==> src/rtl/rtcsp_pkg.sv <==
// Shared constants and types for the serial clock access port
`default_nettype none
package rtcsp_pkg;
  localparam int          BYTE_BITS     = 8;
  localparam int          ADDR_BITS     = 7;
  localparam logic [6:0]  ADDR_WRAP     = 7'h3f;
  localparam logic [6:0]  ADDR_RESET    = 7'h00;
  localparam logic [6:0]  CLK_ADDR_LAST = 7'h07;
  localparam logic [6:0]  NCLK_LAST     = 7'h1f;
  localparam int          ADDR_DC_BIT   = 6;
  localparam int          FIFO_DEPTH    = 16;
  localparam int          SCLK_DIV      = 40;
  localparam longint      REC_TIME_MS   = 210;
  localparam longint      MCLK_HZ       = 250_000_000;
  localparam longint      REC_CYCLES    = REC_TIME_MS * MCLK_HZ / 1000;
  localparam logic [7:0]  DATA_RESET    = 8'h00;

  typedef enum logic [1:0]
  {
    RTCSP_IDLE = 2'b00,
    RTCSP_CMD  = 2'b01,
    RTCSP_DATA = 2'b10,
    RTCSP_DEAD = 2'b11
  } rtcsp_state_type;
endpackage
`default_nettype wire

==> src/rtl/rtcsp_if.sv <==
// Link between the master end and the clock's slave port
`timescale 1ns/1ns
`default_nettype none
interface rtcsp_if;
  logic chip_enable_n;
  logic serial_clock_in;
  logic serial_in;
  logic serial_out_o;
  logic serial_out_oe;
  logic serial_out;

  // Undriven line floats; bench sees it as the pull level
  assign serial_out = serial_out_oe ? serial_out_o : 1'b1;

  modport device
  (
    input  chip_enable_n,
    input  serial_clock_in,
    input  serial_in,
    output serial_out_o,
    output serial_out_oe
  );
  modport master
  (
    output chip_enable_n,
    output serial_clock_in,
    output serial_in,
    input  serial_out
  );
endinterface
`default_nettype wire

==> src/rtl/rtcsp_fifo.sv <==
// Parameterised valid/ready FIFO of flip-flops
`timescale 1ns/1ns
`default_nettype none
module rtcsp_fifo
#(
  parameter int WIDTH = 8,
  parameter int DEPTH = 16
)
(
  input  wire logic             i_mclk,
  input  wire logic             i_nrst,
  input  wire logic             i_clr,
  input  wire logic             i_in_valid,
  output logic                  o_in_ready,
  input  wire logic [WIDTH-1:0] i_in_data,
  output logic                  o_out_valid,
  input  wire logic             i_out_ready,
  output logic      [WIDTH-1:0] o_out_data
);
  localparam int AW = $clog2(DEPTH);
  logic [WIDTH-1:0] mem_r [DEPTH];
  logic [AW-1:0]    wp_r;
  logic [AW-1:0]    rp_r;
  logic [AW:0]      cnt_r;
  logic             push;
  logic             pop;

  assign o_in_ready  = (cnt_r != (AW+1)'(DEPTH));
  assign o_out_valid = (cnt_r != '0);
  assign o_out_data  = mem_r[rp_r];
  assign push        = i_in_valid && o_in_ready;
  assign pop         = o_out_valid && i_out_ready;

  always_ff @(posedge i_mclk)
  begin
    if (push)
      mem_r[wp_r] <= i_in_data;
  end

  always_ff @(posedge i_mclk or negedge i_nrst)
  begin
    if (!i_nrst)
    begin
      wp_r  <= '0;
      rp_r  <= '0;
      cnt_r <= '0;
    end
    else if (i_clr)
    begin
      wp_r  <= '0;
      rp_r  <= '0;
      cnt_r <= '0;
    end
    else
    begin
      if (push)
        wp_r <= (wp_r == AW'(DEPTH-1)) ? '0 : wp_r + 1'b1;
      if (pop)
        rp_r <= (rp_r == AW'(DEPTH-1)) ? '0 : rp_r + 1'b1;
      cnt_r <= cnt_r + (AW+1)'(push) - (AW+1)'(pop);
    end
  end
endmodule // rtcsp_fifo
`default_nettype wire

==> src/rtl/rtcsp_device.sv <==
// Slave port of the clock: command decode, burst pointer, freeze, power-fail
`timescale 1ns/1ns
`default_nettype none
// Notes on behaviour
// - Port acts only while select is low
// - Bytes MSB first, first bit after select
// - Sample on rising, drive on falling edge
// - One clock per bit, eight-bit groups
// - Address bit 6 ignored in decode
// - First bit one writes, zero reads
// - Bits two to eight give start address
// - Pointer advances per byte while selected
// - Pointer wraps from 3Fh to 00h
// - Clock addresses freeze time copy
// - Freeze ends on deselect or non-clock address
// - Power fail aborts, clears pointer, ignores bus
// - Port usable at once after power returns
// - Reset output held for recovery time
// - Master clocks only during transfers
// - Master deselects after the byte flagged last
// - Select fall needed before first operation
// - Output floats while deselected
// - Output floats until read byte ready
// - Pointer increments after each data byte
module rtcsp_device
#(
  parameter longint REC_CYCLES = rtcsp_pkg::REC_CYCLES,
  parameter int     FIFO_DEPTH = rtcsp_pkg::FIFO_DEPTH
)
(
  input  wire logic       i_mclk,
  input  wire logic       i_nrst,
  rtcsp_if.device         link,
  input  wire logic       i_power_fail,
  input  wire logic [7:0] i_rd_data,
  output logic      [6:0] o_rd_addr,
  output logic            o_wr_valid,
  input  wire logic       i_wr_ready,
  output logic      [6:0] o_wr_addr,
  output logic      [7:0] o_wr_data,
  output logic            o_freeze,
  output logic            o_power_on_reset_n
);
  // ==========================================================
  // Pin synchronisers
  logic [1:0] ce_s_r;
  logic [1:0] sck_s_r;
  logic [1:0] sdi_s_r;
  logic [1:0] pf_s_r;
  logic       sck_d_r;
  logic       ce_d_r;
  logic       pf;
  logic       sel;
  logic       rise;
  logic       fall;

  always_ff @(posedge i_mclk or negedge i_nrst)
  begin
    if (!i_nrst)
    begin
      ce_s_r  <= 2'b11;
      sck_s_r <= 2'b00;
      sdi_s_r <= 2'b00;
      pf_s_r  <= 2'b11;
      sck_d_r <= 1'b0;
      ce_d_r  <= 1'b1;
    end
    else
    begin
      ce_s_r  <= {ce_s_r[0], link.chip_enable_n};
      sck_s_r <= {sck_s_r[0], link.serial_clock_in};
      sdi_s_r <= {sdi_s_r[0], link.serial_in};
      pf_s_r  <= {pf_s_r[0], i_power_fail};
      sck_d_r <= sck_s_r[1];
      ce_d_r  <= ce_s_r[1];
    end
  end

  assign pf   = pf_s_r[1];
  // Power fail masks the whole port, no recovery delay here
  assign sel  = !ce_s_r[1] && !pf;
  assign rise = sel && sck_s_r[1] && !sck_d_r;
  assign fall = sel && !sck_s_r[1] && sck_d_r;

  // ==========================================================
  // Serial engine
  rtcsp_pkg::rtcsp_state_type state_r;
  logic [2:0] bit_r;
  logic [7:0] sh_r;
  logic [7:0] tx_r;
  logic [6:0] ptr_r;
  logic       wr_r;
  logic       armed_r;
  logic       oe_r;
  logic       sdo_r;
  logic [7:0] rx_byte;
  logic       fifo_rdy;
  logic       push;

  assign rx_byte = {sh_r[6:0], sdi_s_r[1]};
  assign push    = rise && bit_r == 3'd7 && state_r == rtcsp_pkg::RTCSP_DATA
                   && wr_r;

  // Select must fall once after reset before anything is accepted
  always_ff @(posedge i_mclk or negedge i_nrst)
  begin
    if (!i_nrst)
      armed_r <= 1'b0;
    else if (!ce_s_r[1] && ce_d_r)
      armed_r <= 1'b1;
  end

  always_ff @(posedge i_mclk or negedge i_nrst)
  begin
    if (!i_nrst)
    begin
      state_r <= rtcsp_pkg::RTCSP_IDLE;
      bit_r   <= '0;
      sh_r    <= rtcsp_pkg::DATA_RESET;
      ptr_r   <= rtcsp_pkg::ADDR_RESET;
      wr_r    <= 1'b0;
    end
    else if (pf)
    begin
      state_r <= rtcsp_pkg::RTCSP_DEAD;
      bit_r   <= '0;
      ptr_r   <= rtcsp_pkg::ADDR_RESET;
    end
    else if (!sel || !armed_r)
    begin
      state_r <= rtcsp_pkg::RTCSP_IDLE;
      bit_r   <= '0;
    end
    else
    begin
      // A frame cut by power fail stays dead until deselect: no misframing
      if (state_r == rtcsp_pkg::RTCSP_IDLE)
        state_r <= rtcsp_pkg::RTCSP_CMD;
      if (rise && fifo_rdy && state_r != rtcsp_pkg::RTCSP_DEAD)
      begin
        sh_r  <= rx_byte;
        bit_r <= bit_r + 3'd1;
        if (bit_r == 3'd7)
        begin
          unique case (state_r)
            rtcsp_pkg::RTCSP_CMD:
            begin
              wr_r    <= rx_byte[7];
              // Bit 6 dropped so the map repeats in the upper half
              ptr_r   <= {1'b0, rx_byte[5:0]};
              state_r <= rtcsp_pkg::RTCSP_DATA;
            end
            rtcsp_pkg::RTCSP_DATA:
              ptr_r <= (ptr_r == rtcsp_pkg::ADDR_WRAP) ?
                       rtcsp_pkg::ADDR_RESET : ptr_r + 7'd1;
            default:
              state_r <= rtcsp_pkg::RTCSP_CMD;
          endcase
        end
      end
    end
  end

  // Read path: byte loaded at the falling edge after the address byte
  always_ff @(posedge i_mclk or negedge i_nrst)
  begin
    if (!i_nrst)
    begin
      tx_r  <= rtcsp_pkg::DATA_RESET;
      oe_r  <= 1'b0;
      sdo_r <= 1'b0;
    end
    else if (!sel || state_r != rtcsp_pkg::RTCSP_DATA || wr_r)
    begin
      oe_r  <= 1'b0;
      sdo_r <= 1'b0;
    end
    else if (fall)
    begin
      if (bit_r == 3'd0)
      begin
        tx_r  <= {i_rd_data[6:0], 1'b0};
        sdo_r <= i_rd_data[7];
        oe_r  <= 1'b1;
      end
      else
      begin
        sdo_r <= tx_r[7];
        tx_r  <= {tx_r[6:0], 1'b0};
      end
    end
  end

  assign o_rd_addr          = {1'b0, ptr_r[rtcsp_pkg::ADDR_DC_BIT-1:0]};
  assign link.serial_out_o  = sdo_r;
  assign link.serial_out_oe = oe_r;

  // ==========================================================
  // Freeze of the time copy
  always_ff @(posedge i_mclk or negedge i_nrst)
  begin
    if (!i_nrst)
      o_freeze <= 1'b0;
    else
      o_freeze <= sel && state_r == rtcsp_pkg::RTCSP_DATA
                  && ptr_r[5:0] <= rtcsp_pkg::CLK_ADDR_LAST[5:0];
  end

  // ==========================================================
  // Write words handed to the time-base through the FIFO
  rtcsp_fifo
  #(
    .WIDTH (15),
    .DEPTH (FIFO_DEPTH)
  )
  u_fifo
  (
    .i_mclk      (i_mclk),
    .i_nrst      (i_nrst),
    .i_clr       (pf),
    .i_in_valid  (push),
    .o_in_ready  (fifo_rdy),
    .i_in_data   ({o_rd_addr, rx_byte}),
    .o_out_valid (o_wr_valid),
    .i_out_ready (i_wr_ready),
    .o_out_data  ({o_wr_addr, o_wr_data})
  );

  // ==========================================================
  // Power-on reset output
  localparam int REC_W = $clog2(REC_CYCLES+1);
  logic [REC_W-1:0] rec_r;
  always_ff @(posedge i_mclk or negedge i_nrst)
  begin
    if (!i_nrst)
    begin
      rec_r              <= '0;
      o_power_on_reset_n <= 1'b0;
    end
    else if (pf)
    begin
      rec_r              <= '0;
      o_power_on_reset_n <= 1'b0;
    end
    else if (rec_r != REC_W'(REC_CYCLES))
      rec_r <= rec_r + 1'b1;
    else
      o_power_on_reset_n <= 1'b1;
  end
endmodule // rtcsp_device
`default_nettype wire

==> src/flat_wrapper.sv <==
// flat-port wrapper written by rule: the top's interface ports become plain ports
module rtcsp_device_flat 
#(
  parameter longint REC_CYCLES = rtcsp_pkg::REC_CYCLES,
  parameter int     FIFO_DEPTH = rtcsp_pkg::FIFO_DEPTH
)
  (i_mclk, i_nrst, i_power_fail, i_rd_data, o_rd_addr, o_wr_valid, i_wr_ready, o_wr_addr, o_wr_data, o_freeze, o_power_on_reset_n, link_chip_enable_n, link_serial_clock_in, link_serial_in, link_serial_out_o, link_serial_out_oe);
  rtcsp_if link_i ();
  input  wire logic i_mclk;
  input  wire logic i_nrst;
  input  wire logic i_power_fail;
  input  wire logic [7:0] i_rd_data;
  output logic      [6:0] o_rd_addr;
  output logic o_wr_valid;
  input  wire logic i_wr_ready;
  output logic      [6:0] o_wr_addr;
  output logic      [7:0] o_wr_data;
  output logic o_freeze;
  output logic o_power_on_reset_n;
  input wire logic [$bits(link_i.chip_enable_n)-1:0] link_chip_enable_n;
  input wire logic [$bits(link_i.serial_clock_in)-1:0] link_serial_clock_in;
  input wire logic [$bits(link_i.serial_in)-1:0] link_serial_in;
  output wire logic [$bits(link_i.serial_out_o)-1:0] link_serial_out_o;
  output wire logic [$bits(link_i.serial_out_oe)-1:0] link_serial_out_oe;
  assign link_i.chip_enable_n = link_chip_enable_n;
  assign link_i.serial_clock_in = link_serial_clock_in;
  assign link_i.serial_in = link_serial_in;
  assign link_serial_out_o = link_i.serial_out_o;
  assign link_serial_out_oe = link_i.serial_out_oe;
  rtcsp_device #(.REC_CYCLES(REC_CYCLES), .FIFO_DEPTH(FIFO_DEPTH)) u_core (.i_mclk(i_mclk), .i_nrst(i_nrst), .link(link_i), .i_power_fail(i_power_fail), .i_rd_data(i_rd_data), .o_rd_addr(o_rd_addr), .o_wr_valid(o_wr_valid), .i_wr_ready(i_wr_ready), .o_wr_addr(o_wr_addr), .o_wr_data(o_wr_data), .o_freeze(o_freeze), .o_power_on_reset_n(o_power_on_reset_n));
endmodule
==> config.mk <==
export PLATFORM = sky130hd
export DESIGN_NAME = rtcsp_device_flat
export DESIGN_NICKNAME = d
export VERILOG_FILES = /design/src/rtl/rtcsp_pkg.sv /design/src/rtl/rtcsp_if.sv /design/src/rtl/rtcsp_fifo.sv /design/src/rtl/rtcsp_device.sv /design/src/flat_wrapper.sv
export SDC_FILE = /design/constraint.sdc
export NUM_CORES = 1
export LEC_CHECK = 0
export ABC_AREA = 1
export BUFFER_PORTS_ARGS = -buffer_cell sky130_fd_sc_hd__buf_2
export CAP_MARGIN = 5
export CORE_ASPECT_RATIO = 0.7
export CORE_MARGIN = 3
export CORE_UTILIZATION = 41
export CTS_CLUSTER_SIZE = 8
export DETAILED_ROUTE_END_ITERATION = 8
export PLACE_DENSITY = 0.53
export RECOVER_POWER = 25
export SYNTH_ARGS = -nofsm -noshare
export SYNTH_HDL_FRONTEND = slang
export SYNTH_HIERARCHICAL = 1
export SYNTH_SLANG_ARGS = --single-unit
==> constraint.sdc <==
create_clock -name i_mclk -period 3.54 [get_ports i_mclk]
set_input_delay 0.354 -clock i_mclk [delete_from_list [all_inputs] [get_ports i_mclk]]
set_output_delay 0.354 -clock i_mclk [all_outputs]
set_load 0.02 [all_outputs]
* Word-level counts from Yosys, hierarchy flattened
Memories as Yosys holds them, arrays and structs flattened. Index checks and enable logic that the tools add are counted.
Storage, ports and cells: word-level logic and storage cells 121, flip-flop bits (word level) 82, memories kept 1, output and inout port bits 27, RAM bits 224
Operators by class: reductions and logical operators 41, $lt $le $gt $ge 1, bitwise operators 3, mux-type cells 35, equality and inequality tests 12, $add $sub $neg 7
Memories:
- u_core.u_fifo.mem_r | words 16, width 14, read ports 1, clocked after memory_dff 0, wr ports 1, line rtcsp_fifo.sv:21 | logic [WIDTH-1:0] mem_r [DEPTH];
Operator list (number):
- $mux 26 | 2
- $mux 7 | 5
- $add 26x1->26 const B | 1
- $ne 26x26->1 const B | 1
- $mux 4 | 6
- $logic_and 1x1->1 | 15
- $pmux 7 s2 | 1
- $reduce_bool 2->1 | 7
- $mux 1 | 10
- $mux 2 | 5
- $mux 3 | 3
- $add 4x1->4 const B | 2
- $eq 4x4->1 const B | 2
- $mux 8 | 1
- $add 7x1->7 const B | 1
- $eq 7x6->1 const B | 1
- $le 6x3->1 const B | 1
- $logic_not 1->1 | 6
- $reduce_bool 3->1 | 2
- $add 5x1->5 | 1
- $mux 5 | 1
- $ne 5x5->1 const B | 1
- $reduce_and 5->1 | 1
- $reduce_bool 5->1 | 1
- other kinds (15) | 22

* Depth between registers and ports, before layout
Gate-level depths: netlist of run 1.
word-level depth 11, gate-level depth with buffers 14, gate-level depth less buffers 14

* By module
Netlist of run 1, hierarchy kept.
Modules (own cells, without submodules):
- rtcsp_fifo | area each 10974.3 um^2, seq. area each 7532.2 um^2, times used 1, cells each 1066
- rtcsp_device | area each 3683.5 um^2, seq. area each 1707.9 um^2, times used 1, cells each 491

* Least setup slack after synthesis of run 1
OpenSTA, ideal clock, no wires.
path type register -> register, start point reg u_core.state_r[0], end point mem u_core/u_fifo/mem_r[7][0] in the netlist's numbering (enable), data arrival time 2.381 ns, cell stages (with the launch flop) 7, slack 0.753 ns, library setup time 0.406 ns, clock period less this slack 2.787 ns, path through dfrtp_1 > inv_1 > ha_1 > clkinv_1 > nor3_1 > nand2_1 > nor3_1
On the way: word-level cells in the longest chain between the ends 6
Ends and longest elaborated chain:
- start, declared | line rtcsp_device.sv:87 | rtcsp_pkg::rtcsp_state_type state_r;
- start signal, assigned | line rtcsp_device.sv:117 | state_r <= rtcsp_pkg::RTCSP_IDLE;
- start signal, assigned | line rtcsp_device.sv:125 | state_r <= rtcsp_pkg::RTCSP_DEAD;
- start signal, assigned | line rtcsp_device.sv:131 | state_r <= rtcsp_pkg::RTCSP_IDLE;
- $eq 2x2->1 | line rtcsp_device.sv:101 | assign push = rise && bit_r == 3'd7 && state_r == rtcsp_pkg::RTCSP_DATA
- $logic_and 1x1->1 | line rtcsp_device.sv:101
- $logic_and 1x1->1 | line rtcsp_device.sv:102 | && wr_r;
- net u_core.push | line rtcsp_device.sv:98 | logic push;
- $logic_and 1x1->1 | line rtcsp_fifo.sv:31 | assign push = i_in_valid && o_in_ready;
- $mux 1 | line rtcsp_fifo.sv:36 | if (push)
- $mux 1 (not written as such) | line rtcsp_fifo.sv:37 | mem_r[wp_r] <= i_in_data;
- end, declared | line rtcsp_fifo.sv:21
The timed path passes the listed nets, and every way through them passes these cells.

* Worst setup path after layout of run 1
start point reg u_core.state_r[0], end point reg u_core.u_fifo.cnt_r[4]
On the way: word-level cells in the longest chain between the ends 7
Ends and longest elaborated chain:
- $eq 2x2->1 | line rtcsp_device.sv:101
- $logic_and 1x1->1 | line rtcsp_device.sv:101
- $logic_and 1x1->1 | line rtcsp_device.sv:102
- net u_core.push | line rtcsp_device.sv:98
- $logic_and 1x1->1 | line rtcsp_fifo.sv:31
- $add 5x1->5 | line rtcsp_fifo.sv:60 | cnt_r <= cnt_r + (AW+1)'(push) - (AW+1)'(pop);
- $sub 5x1->5 | line rtcsp_fifo.sv:60
- $mux 5 | line rtcsp_fifo.sv:48 | else if (i_clr)
- end signal, assigned | line rtcsp_fifo.sv:60
- end, declared | line rtcsp_fifo.sv:24 | logic [AW:0] cnt_r;
The timed path passes the listed nets, and every way through them passes these cells. A chain may end at the register's enable or synchronous reset.

==> metrics.md, run 1 <==
| Metric | Value |
|---|---|
| Outcome | `complete, but fails checks` |
| Via density | `4.84` |
| Final Util | `47.9%` |
| Slew Viols, Final | `39` |
| Min cycle time layout | `2930 ps` |
| Mapped Cells | `1557` |
| Wire per inst | `17.1 µm` |
| Clk root buf | `clkbuf_16` |
| Distinct cells, synth | `40` |
| Total core area | `0.0349 mm²` |
| Crit Path Max Fanout | `10` |
| Mean post-synth cell area | `9.41 µm²` |
| Gr ovfl total | `0` |
| Hold Fails Final Rpt | `0` |
| DRT met1 WL | `18800 µm` |
| DP HPWL | `23500 µm` |
| Ys flop type | `edfxtp_1` |
| Non-filler cells, final | `2131` |
| CTS resizes | `0` |
| Longest Clk Path Bufs | `3` |
| Worst-path clk slew | `50 ps` |
| Highest clock rate | `341 MHz` |
| Count of input and output buffers | `40` |
| Power per cell area | `594 mW/mm²` |
| Failing checks | `capacitance limit, slew limit` |
| Max cap viols | `1` |
| Sequential Area | `0.00924 mm²` |
| Final setup fails | `0` |
| Die Area | `0.0381 mm²` |
| Area leader, netlist | `edfxtp_1` |
| Initial Utilization | `41.9%` |
| Relative slew slack | `-50.2%` |
| CP peak stage delay | `390 ps` |
| CP Data Arrival Time | `3370 ps` |
| Worst hold-check path type | `in2reg` |
| Fin crit share | `82.9%` |
| RSZ-0062 raised after global routing | `false` |
| Post-synth EDFFs | `240` |
| Synth top area share | `49.2%` |
| Crit path kind | `reg2reg` |
| # H-tree levels | `2` |
| Total Power | `9.94 mW` |
| Global-route wire length before repair | `57500 µm` |
| Total CTS buffers | `46` |
| Maximum VDD drop | `0.400 mV` |
| Largest net degree at the start of global routing | `75` |
| Worst Path Required | `3970 ps` |
| Multi-input logic area | `0.00447 mm²` |
| Die Ht | `164 µm` |
| RD Place Congestion | `0.853` |
| Ant diodes | `0` |
| DRT Pass-1 Iters | `5` |
| Routed wire length on met2 | `14400 µm` |
| Die Width | `232 µm` |
| Clk sinks | `321` |
| CTS tree | `done` |
| Setup_tns | `0 ps` |
| Element type at the critical path end | `flip-flop` |
| Leak | `7.15 nW` |
| Routed Wire Length | `36400 µm` |
| Worst-Skew Late Latency | `560 ps` |
| Initial antenna violation count | `0` |
| Critical Path, Cell by Cell | `inv_1, ha_1, clkinv_1, nor3_1, nand2_1, inv_2, ha_1, inv_1, fa_1, nand3b_1, a21oi_1, nor2_1` |
| Sequential cell area fraction in the yosys report | `63.0%` |
| Layout fillers | `3348` |
| Routed wl met3 | `2540 µm` |
| Vias in the first global route | `9713` |
| GRT Total Usage | `19.8%` |
| I/O Pins | `42` |
| Syn. warnings | `6` |
| Placed insts | `2061` |
| P&R area growth vs syn | `14.2%` |
| Cell Rows | `57` |
| CP startpoint kind | `flip-flop` |
| DRC viols | `0` |
| Routed Antenna Nets | `0` |
| Max Used Layer | `met4` |
| Layout Nets | `1680` |
| Slowest CP cell | `dfrtp_1` |
| Setup repair bufs after CTS | `0` |
| Dominant cells by area after synthesis | `edfxtp_1 49%, nand2_1 14%, dfrtp_1 13%, nor2_1 4.9%, nand3_1 4.9%` |
| DRT iter0 DRCs | `726` |
| Slew @ Worst Pin | `2250 ps` |
| Layout cells sized above 1 | `8.80%` |
| #FFs+latches synth | `321` |
| Mapped Area | `0.0147 mm²` |
| Worst Skew | `24.4 ps` |
| Vias | `10312` |
| Async set or reset register ratio after synthesis | `25.2%` |
==> sequential cells by signal (all words and copies together) (netlist names) <==
signal                     flops
u_core/armed_r                 1
u_core/ce_d_r                  1
u_core/bit_r                   3
u_core/sdi_s_r                 2
u_core/link.serial_out_o       1
u_core/link.serial_out_oe      1
u_core/u_fifo/mem_r          240
u_core/u_fifo/wp_r             4
u_core/sck_d_r                 1
u_core/sck_s_r                 2
u_core/ptr_r                   7
u_core/u_fifo/cnt_r            5
u_core/pf_s_r                  2
u_core/rec_r                  26
u_core/u_fifo/rp_r             4
u_core/state_r                 2
u_core/ce_s_r                  2
u_core/wr_r                    1
u_core/o_power_on_reset_n      1
u_core/tx_r                    7
u_core/sh_r                    7
u_core/o_freeze                1
==> final timing paths <==
| path | from | slack [ps] | cells after the start | to |
|---|---|---|---|---|
| max in group asynchronous | i_nrst | 920 | 2 | u_core/u_fifo/rp_r[0] |
| setup / recovery | u_core/state_r[0] | 610 | 12 | u_core/u_fifo/cnt_r[4] |
| min in group asynchronous | i_nrst | 1030 | 2 | u_core/rec_r[7] |
| hold reg to reg | u_core/sck_s_r[0] | 350 | 0 | u_core/sck_s_r[1] |
| setup reg to reg | u_core/state_r[0] | 610 | 12 | u_core/u_fifo/cnt_r[4] |
| hold / removal | i_rd_data[0] | 70 | 3 | u_core/tx_r[1] |
==> critical path, delay by kind of cell, from the launching register on <==
family                     cells  cell delay (ps)
and+or+nand+nor                4              730
AOI/OAI and AO/OA              1              160
adders and majority gates      3              900
buffers and inverters          4              640
DFF                            1              390
==> cell families (layout without fill, tap and decap cells) <==
kind of cell / count (synthesis) / after routing / share of synthesized area, %
multiplexers: 1 / 1 / 0.0683
XOR/XNOR: 7 / 7 / 0.418
other: 1 / 17 / 0.0256
adder cells (fa/ha/maj): 23 / 23 / 2.01
flip-flops: 321 / 321 / 63.0
buffers and inverters: 233 / 319 / 6.97
AO/OA/AOI/OAI: 65 / 65 / 2.34
AND/OR/NAND/NOR: 906 / 906 / 25.1
==> synthesized netlist by cell type (2+ instances only) <==
library cell / number
edfxtp_1: 240
nand3_1: 143
nor2_1: 191
nor3_1: 6
ha_1: 22
dfrtp_1: 76
buf_4: 11
clkbuf_1: 5
a31oi_1: 3
nand3_2: 2
inv_2: 5
o211ai_1: 2
nand2_1: 546
dfstp_2: 5
inv_1: 167
buf_6: 9
nor2_2: 5
o21ai_1: 3
buf_1: 4
nor2_4: 4
o21ai_0: 38
nand3b_1: 2
xor2_1: 6
a21oi_1: 15
clkinv_1: 2
buf_2: 30
nand2_2: 2
==> per-layer routing <==
layer / vias up / global-route usage [%]
li1: 5135 / -
met1: 4881 / 31.0
met2: 251 / 27.2
met3: 45 / 5.06
met4: 0 / 4.56
met5: - / 0
==> cell type report <==
cell class	instances	area share [%]
sequential	321	55.2
tap	472	3.53
clock buffer	62	7.36
clock inverter	3	0.224
timing repair buffer	80	3.09
multi-input combinational	1019	26.7
inverter	174	3.90
==> per-stage QoR <==
step	hold WS, ps	worst slack (ps)	area (µm²)
after detailed placement	337	657	15400
after global placement	334	759	15400
after global routing	85.1	281	16700
after CTS	45.8	630	16800
final	66.7	605	16700
after floorplan	58.4	753	14700
==> placed cells by master (no fill, tap or decap), types with 4 or more instances in the layout <==
cell type	Yosys	layout
inv_1	167	167
xor2_1	6	6
o21ai_0	38	38
clkbuf_1	5	21
dlygate4sd3_1	0	5
ha_1	22	22
buf_4	11	28
nor3_1	6	5
a21oi_1	15	15
conb_1	1	17
nor2_1	191	189
edfxtp_1	240	240
inv_2	5	5
buf_2	30	39
nor2_2	5	7
nand2_1	546	546
nand3_1	143	143
dfrtp_1	76	75
clkbuf_16	0	47
nor2_4	4	4
==> power by group <==
group	total, mW	internal (mW)	switching, mW
combinational	1.65	0.495	1.16
sequential	4.34	4.17	0.173
clock	3.95	2.39	1.55
==> what timing repair did <==
item / in CTS / in global routing
setup endpoints to repair: 0 / 0
endpoints found under the hold margin: 38 / 0
hold buffers: 5 / 0
Power figures use the tool's default switching activity.
==> inputs of run 2 (changes only) <==
--- a/config.mk
+++ b/config.mk
@@ -5,7 +5,7 @@
 export SDC_FILE = /design/constraint.sdc
 export NUM_CORES = 1
 export LEC_CHECK = 0
-export ABC_AREA = 1
+export ABC_AREA = 0
 export BUFFER_PORTS_ARGS = -buffer_cell sky130_fd_sc_hd__buf_2
 export CAP_MARGIN = 5
 export CORE_ASPECT_RATIO = 0.7
==> constraint.sdc (replaced) <==
create_clock -name i_mclk -period 2.8 [get_ports i_mclk]
set_input_delay 0.28 -clock i_mclk [delete_from_list [all_inputs] [get_ports i_mclk]]
set_output_delay 0.28 -clock i_mclk [all_outputs]
set_load 0.02 [all_outputs]
==> run 2 against run 1 <==
The flow now finishes without violations. Design area down 4.4%. Clock skew fell by 2.9 ps. Hold slack worse by 12 ps. Total power rose by 15%. Register-to-register slack got worse by 510 ps. Non-clock buffer count rose by 29. Synthesized cell count down 45%. Die area is 7.4% lower. Via count decreased by 24%. First-iteration DRC count is 3.7% lower.
==> metrics.md, run 2 <==
| Metric | Value |
|---|---|
| CTS tree | `done` |
| Total CTS buffers | `46 (unchanged)` |
| Ant diodes | `0 (unchanged)` |
| Async set or reset register ratio after synthesis | `25.2% (unchanged)` |
| Syn. warnings | `6 (unchanged)` |
| Worst Skew | `21.5 ps (-2.89 ps)` |
| Crit path kind | `reg2out` |
| Cell Rows | `54 (-5.3%)` |
| GRT Total Usage | `18.1% (-1.7 points)` |
| Element type at the critical path end | `primary output` |
| Area leader, netlist | `edfxtp_1` |
| Vias | `7872 (-24%)` |
| R2R cell count | `14 (+2)` |
| Reg with most FFs | `u_core/u_fifo/mem_r` |
| RSZ-0062 raised after global routing | `true` |
| P&R area growth vs syn | `18.3%` |
| Ys flop type | `edfxtp_1` |
| Maximum VDD drop | `0.527 mV (+32%)` |
| Reg2reg end | `u_core/u_fifo/cnt_r[4]` |
| Worst hold path startpoint | `i_rd_data[5]` |
| Worst-Skew Late Latency | `550 ps (about the same)` |
| Gr ovfl total | `0 (unchanged)` |
| Clk network pwr share | `42.6% (+2.9 points)` |
| P_int | `8.77 mW (+24%)` |
| DRT Pass-1 Iters | `5 (unchanged)` |
| Regs by FF count | `u_core/u_fifo/mem_r: 240 flops, u_core/rec_r: 26 flops` |
| Mapped Cells | `862 (-45%)` |
| Comb power frac | `11.1% (-5.5 points)` |
| Routed Wire Length | `31500 µm (-13%)` |
| Flop-to-flop setup slack | `100 ps (-510 ps)` |
| Vias in the first global route | `7426 (-24%)` |
| Dominant cell by count in the synthesized netlist | `edfxtp_1` |
| Layout Nets | `1027 (-39%)` |
| Distinct cells, synth | `66 (+65%)` |
| # H-tree levels | `2 (unchanged)` |
| Max reg flops | `240 (unchanged)` |
| Total Power | `11.5 mW (+15%)` |
| Reg2reg start | `u_core/u_fifo/cnt_r[2]` |
| Crit Path Max Fanout | `11 (+1)` |
| Wire per inst | `22.1 µm (+29%)` |
| CP startpoint kind | `flip-flop` |
| Global-route wire length before repair | `47900 µm (-17%)` |
| Count of input and output buffers | `40 (unchanged)` |
| Sw frac | `23.5% (-5.5 points)` |
| Slew Viols, Final | `0 (-100%)` |
| DRT iter0 DRCs | `699 (-3.7%)` |
| DRC viols | `0 (unchanged)` |
| Slew @ Worst Pin | `1170 ps (-1080 ps)` |
| Highest-count cells in the layout ignoring fill and taps | `240 x edfxtp_1, 75 x dfrtp_1, 71 x mux2i_1` |
| Max cap viols | `0 (-1)` |
| Hold Fails Final Rpt | `0 (unchanged)` |
| Initial Utilization | `42.5% (+0.58 points)` |
| Via density | `5.52 (+14%)` |
| Worst hold-check path type | `in2reg` |
| Initial antenna violation count | `0 (unchanged)` |
| I/O Pins | `42 (unchanged)` |
| Hold Slack | `54.7 ps (-11.9 ps)` |
| Relative slew slack | `21.8% (+72 points)` |
| CP Data Arrival Time | `2430 ps (-940 ps)` |
| Commonest non-fill, non-tap cell in the layout | `edfxtp_1` |
| Die Width | `223 µm (-3.8%)` |
| #FFs+latches synth | `321 (unchanged)` |
| Dominant cells by area after synthesis | `edfxtp_1 53%, dfrtp_1 14%, mux2i_1 5.3%, mux4_2 5.0%, ha_1 2.0%` |
| Clk sinks | `321 (unchanged)` |
| Post-synth top cells | `240 x edfxtp_1, 76 x dfrtp_1, 71 x mux2i_1, 45 x nand2_1, 37 x o21ai_0` |
| Largest net degree at the start of global routing | `49 (-35%)` |
| Outcome | `finished clean` |
| Worst-path clk slew | `50 ps (about the same)` |
| Total core area | `0.0318 mm² (-8.9%)` |
| Routed Antenna Nets | `0 (unchanged)` |
| Longest Clk Path Bufs | `3 (unchanged)` |
| CP endpoint | `o_wr_addr[4]` |
| Mean post-synth cell area | `15.7 µm² (+67%)` |
| Worst Path Required | `2520 ps (-1450 ps)` |
| Crit. Startpoint | `u_core/u_fifo/rp_r[0]` |
| Sw power | `2.70 mW (-6.3%)` |
| Die Area | `0.0353 mm² (-7.4%)` |
| DP HPWL | `19700 µm (-16%)` |
| Post-synth EDFFs | `240 (unchanged)` |
| Layout cells sized above 1 | `21.8% (+13 points)` |
| Sequential cell area fraction in the yosys report | `68.3% (+5.2 points)` |
| Final Util | `50.3% (+2.4 points)` |
| Clk root buf | `clkbuf_16` |
| Mapped Area | `0.0135 mm² (-7.7%)` |
| Power share of the sequential group | `46.2% (+2.5 points)` |
| Power per cell area | `717 mW/mm² (+21%)` |
| RD Place Congestion | `0.763 (-11%)` |
| Fin crit share | `96.7%` |
| Highest clock rate | `369 MHz` |
| Min cycle time layout | `2710 ps` |
| Die Ht | `158 µm (-3.8%)` |
| Synth top area share | `53.3% (+4.1 points)` |
| Final setup fails | `0 (unchanged)` |
| Leak | `5.73 nW (-20%)` |
[run 2: cell types whose count changed after synthesis, moves of 12 or more]
cell	previous run	this run
nand2_1	546	45
nor2_1	191	22
inv_1	167	27
nand3_1	143	19
mux2i_1	1	71
mux4_2	0	30
a221oi_1	0	29
buf_2	30	10
a22oi_1	1	15
a21oi_1	15	28
and2_1	1	13
[run 2: area by class of cell]
class	instances	area [µm²]
Fill cell	2645	15800
Sequential cell	321	9240
Multi-Input combinational cell	484	4040
Clock buffer	61	1210
Timing Repair Buffer	109	848
Tap cell	420	526
Inverter	27	101
Clock inverter	4	42.5
[run 2: per-layer routing]
metal	routed length, µm	vias up	global-route usage, %
met5	0	-	0
met4	525	0	4.48
met3	2140	51	4.15
met2	13100	224	25.2
met1	15700	4024	28.5
li1	-	3573	-
[run 2: power by group through the flow]
stage / logic (mW) / clock network (mW) / registers (mW)
global route: 1.39 / 5.25 / 5.31
global placement: 1.20 / 0 / 5.40
detailed placement: 1.20 / 0 / 5.40
CTS: 1.25 / 5.05 / 5.31
floorplan: 0.942 / 0 / 5.34
finish: 1.28 / 4.89 / 5.31
[run 2: worst min path at each step]
stage / endpoint / slack (ps) / depth (start not counted)
final: u_core/tx_r[6] / 50 / 3
after global routing: u_core/tx_r[6] / 30 / 3
after CTS: u_core/tx_r[6] / 20 / 3
after detailed placement: u_core/rec_r[9] / 330 / 1
after global placement: u_core/rec_r[9] / 330 / 1
after floorplan: u_core/armed_r / -20 / 0
[run 2: through the flow]
stage	TNS [ps]	instances	area, µm²	worst slack (ps)
2_1_floorplan	0	878	13600	82.5
3_3_place_gp	0	1349	14600	90.9
3_5_place_dp	0	1349	14600	27.4
4_1_cts	0	1424	15900	0.666
5_1_grt	-124	1426	16000	-42.6
6_report	0	1426	16000	92.6
[run 2: what timing repair did]
| action | CTS | global route |
|---|---|---|
| setup buffers | 4 | 2 |
| endpoints found under the setup margin | 12 | 45 |
| hold endpoints to repair | 42 | 0 |
| hold buffers | 6 | 0 |
| resized for setup | 3 | 19 |
| pin swaps | 0 | 3 |
[run 2: kinds of logic after synthesis]
kind of cell,after synthesis,share of synthesized area (%)
flops,321,68.3
simple gates,185,7.74
compound gates,134,6.65
mux,109,10.9
buf+inv,73,3.18
fa+ha+maj,23,2.18
xor+xnor,16,1.04
other cells,1,0.0277
[run 2: worst max-delay path, stage by stage (launching register included)]
cell and delay, ps:
dfrtp_4 520, buf_12 170, buf_4 150, mux2i_1 110, a221oi_1 370, buf_4 200
o21ai_0 80, nand2_1 110, buf_2 170
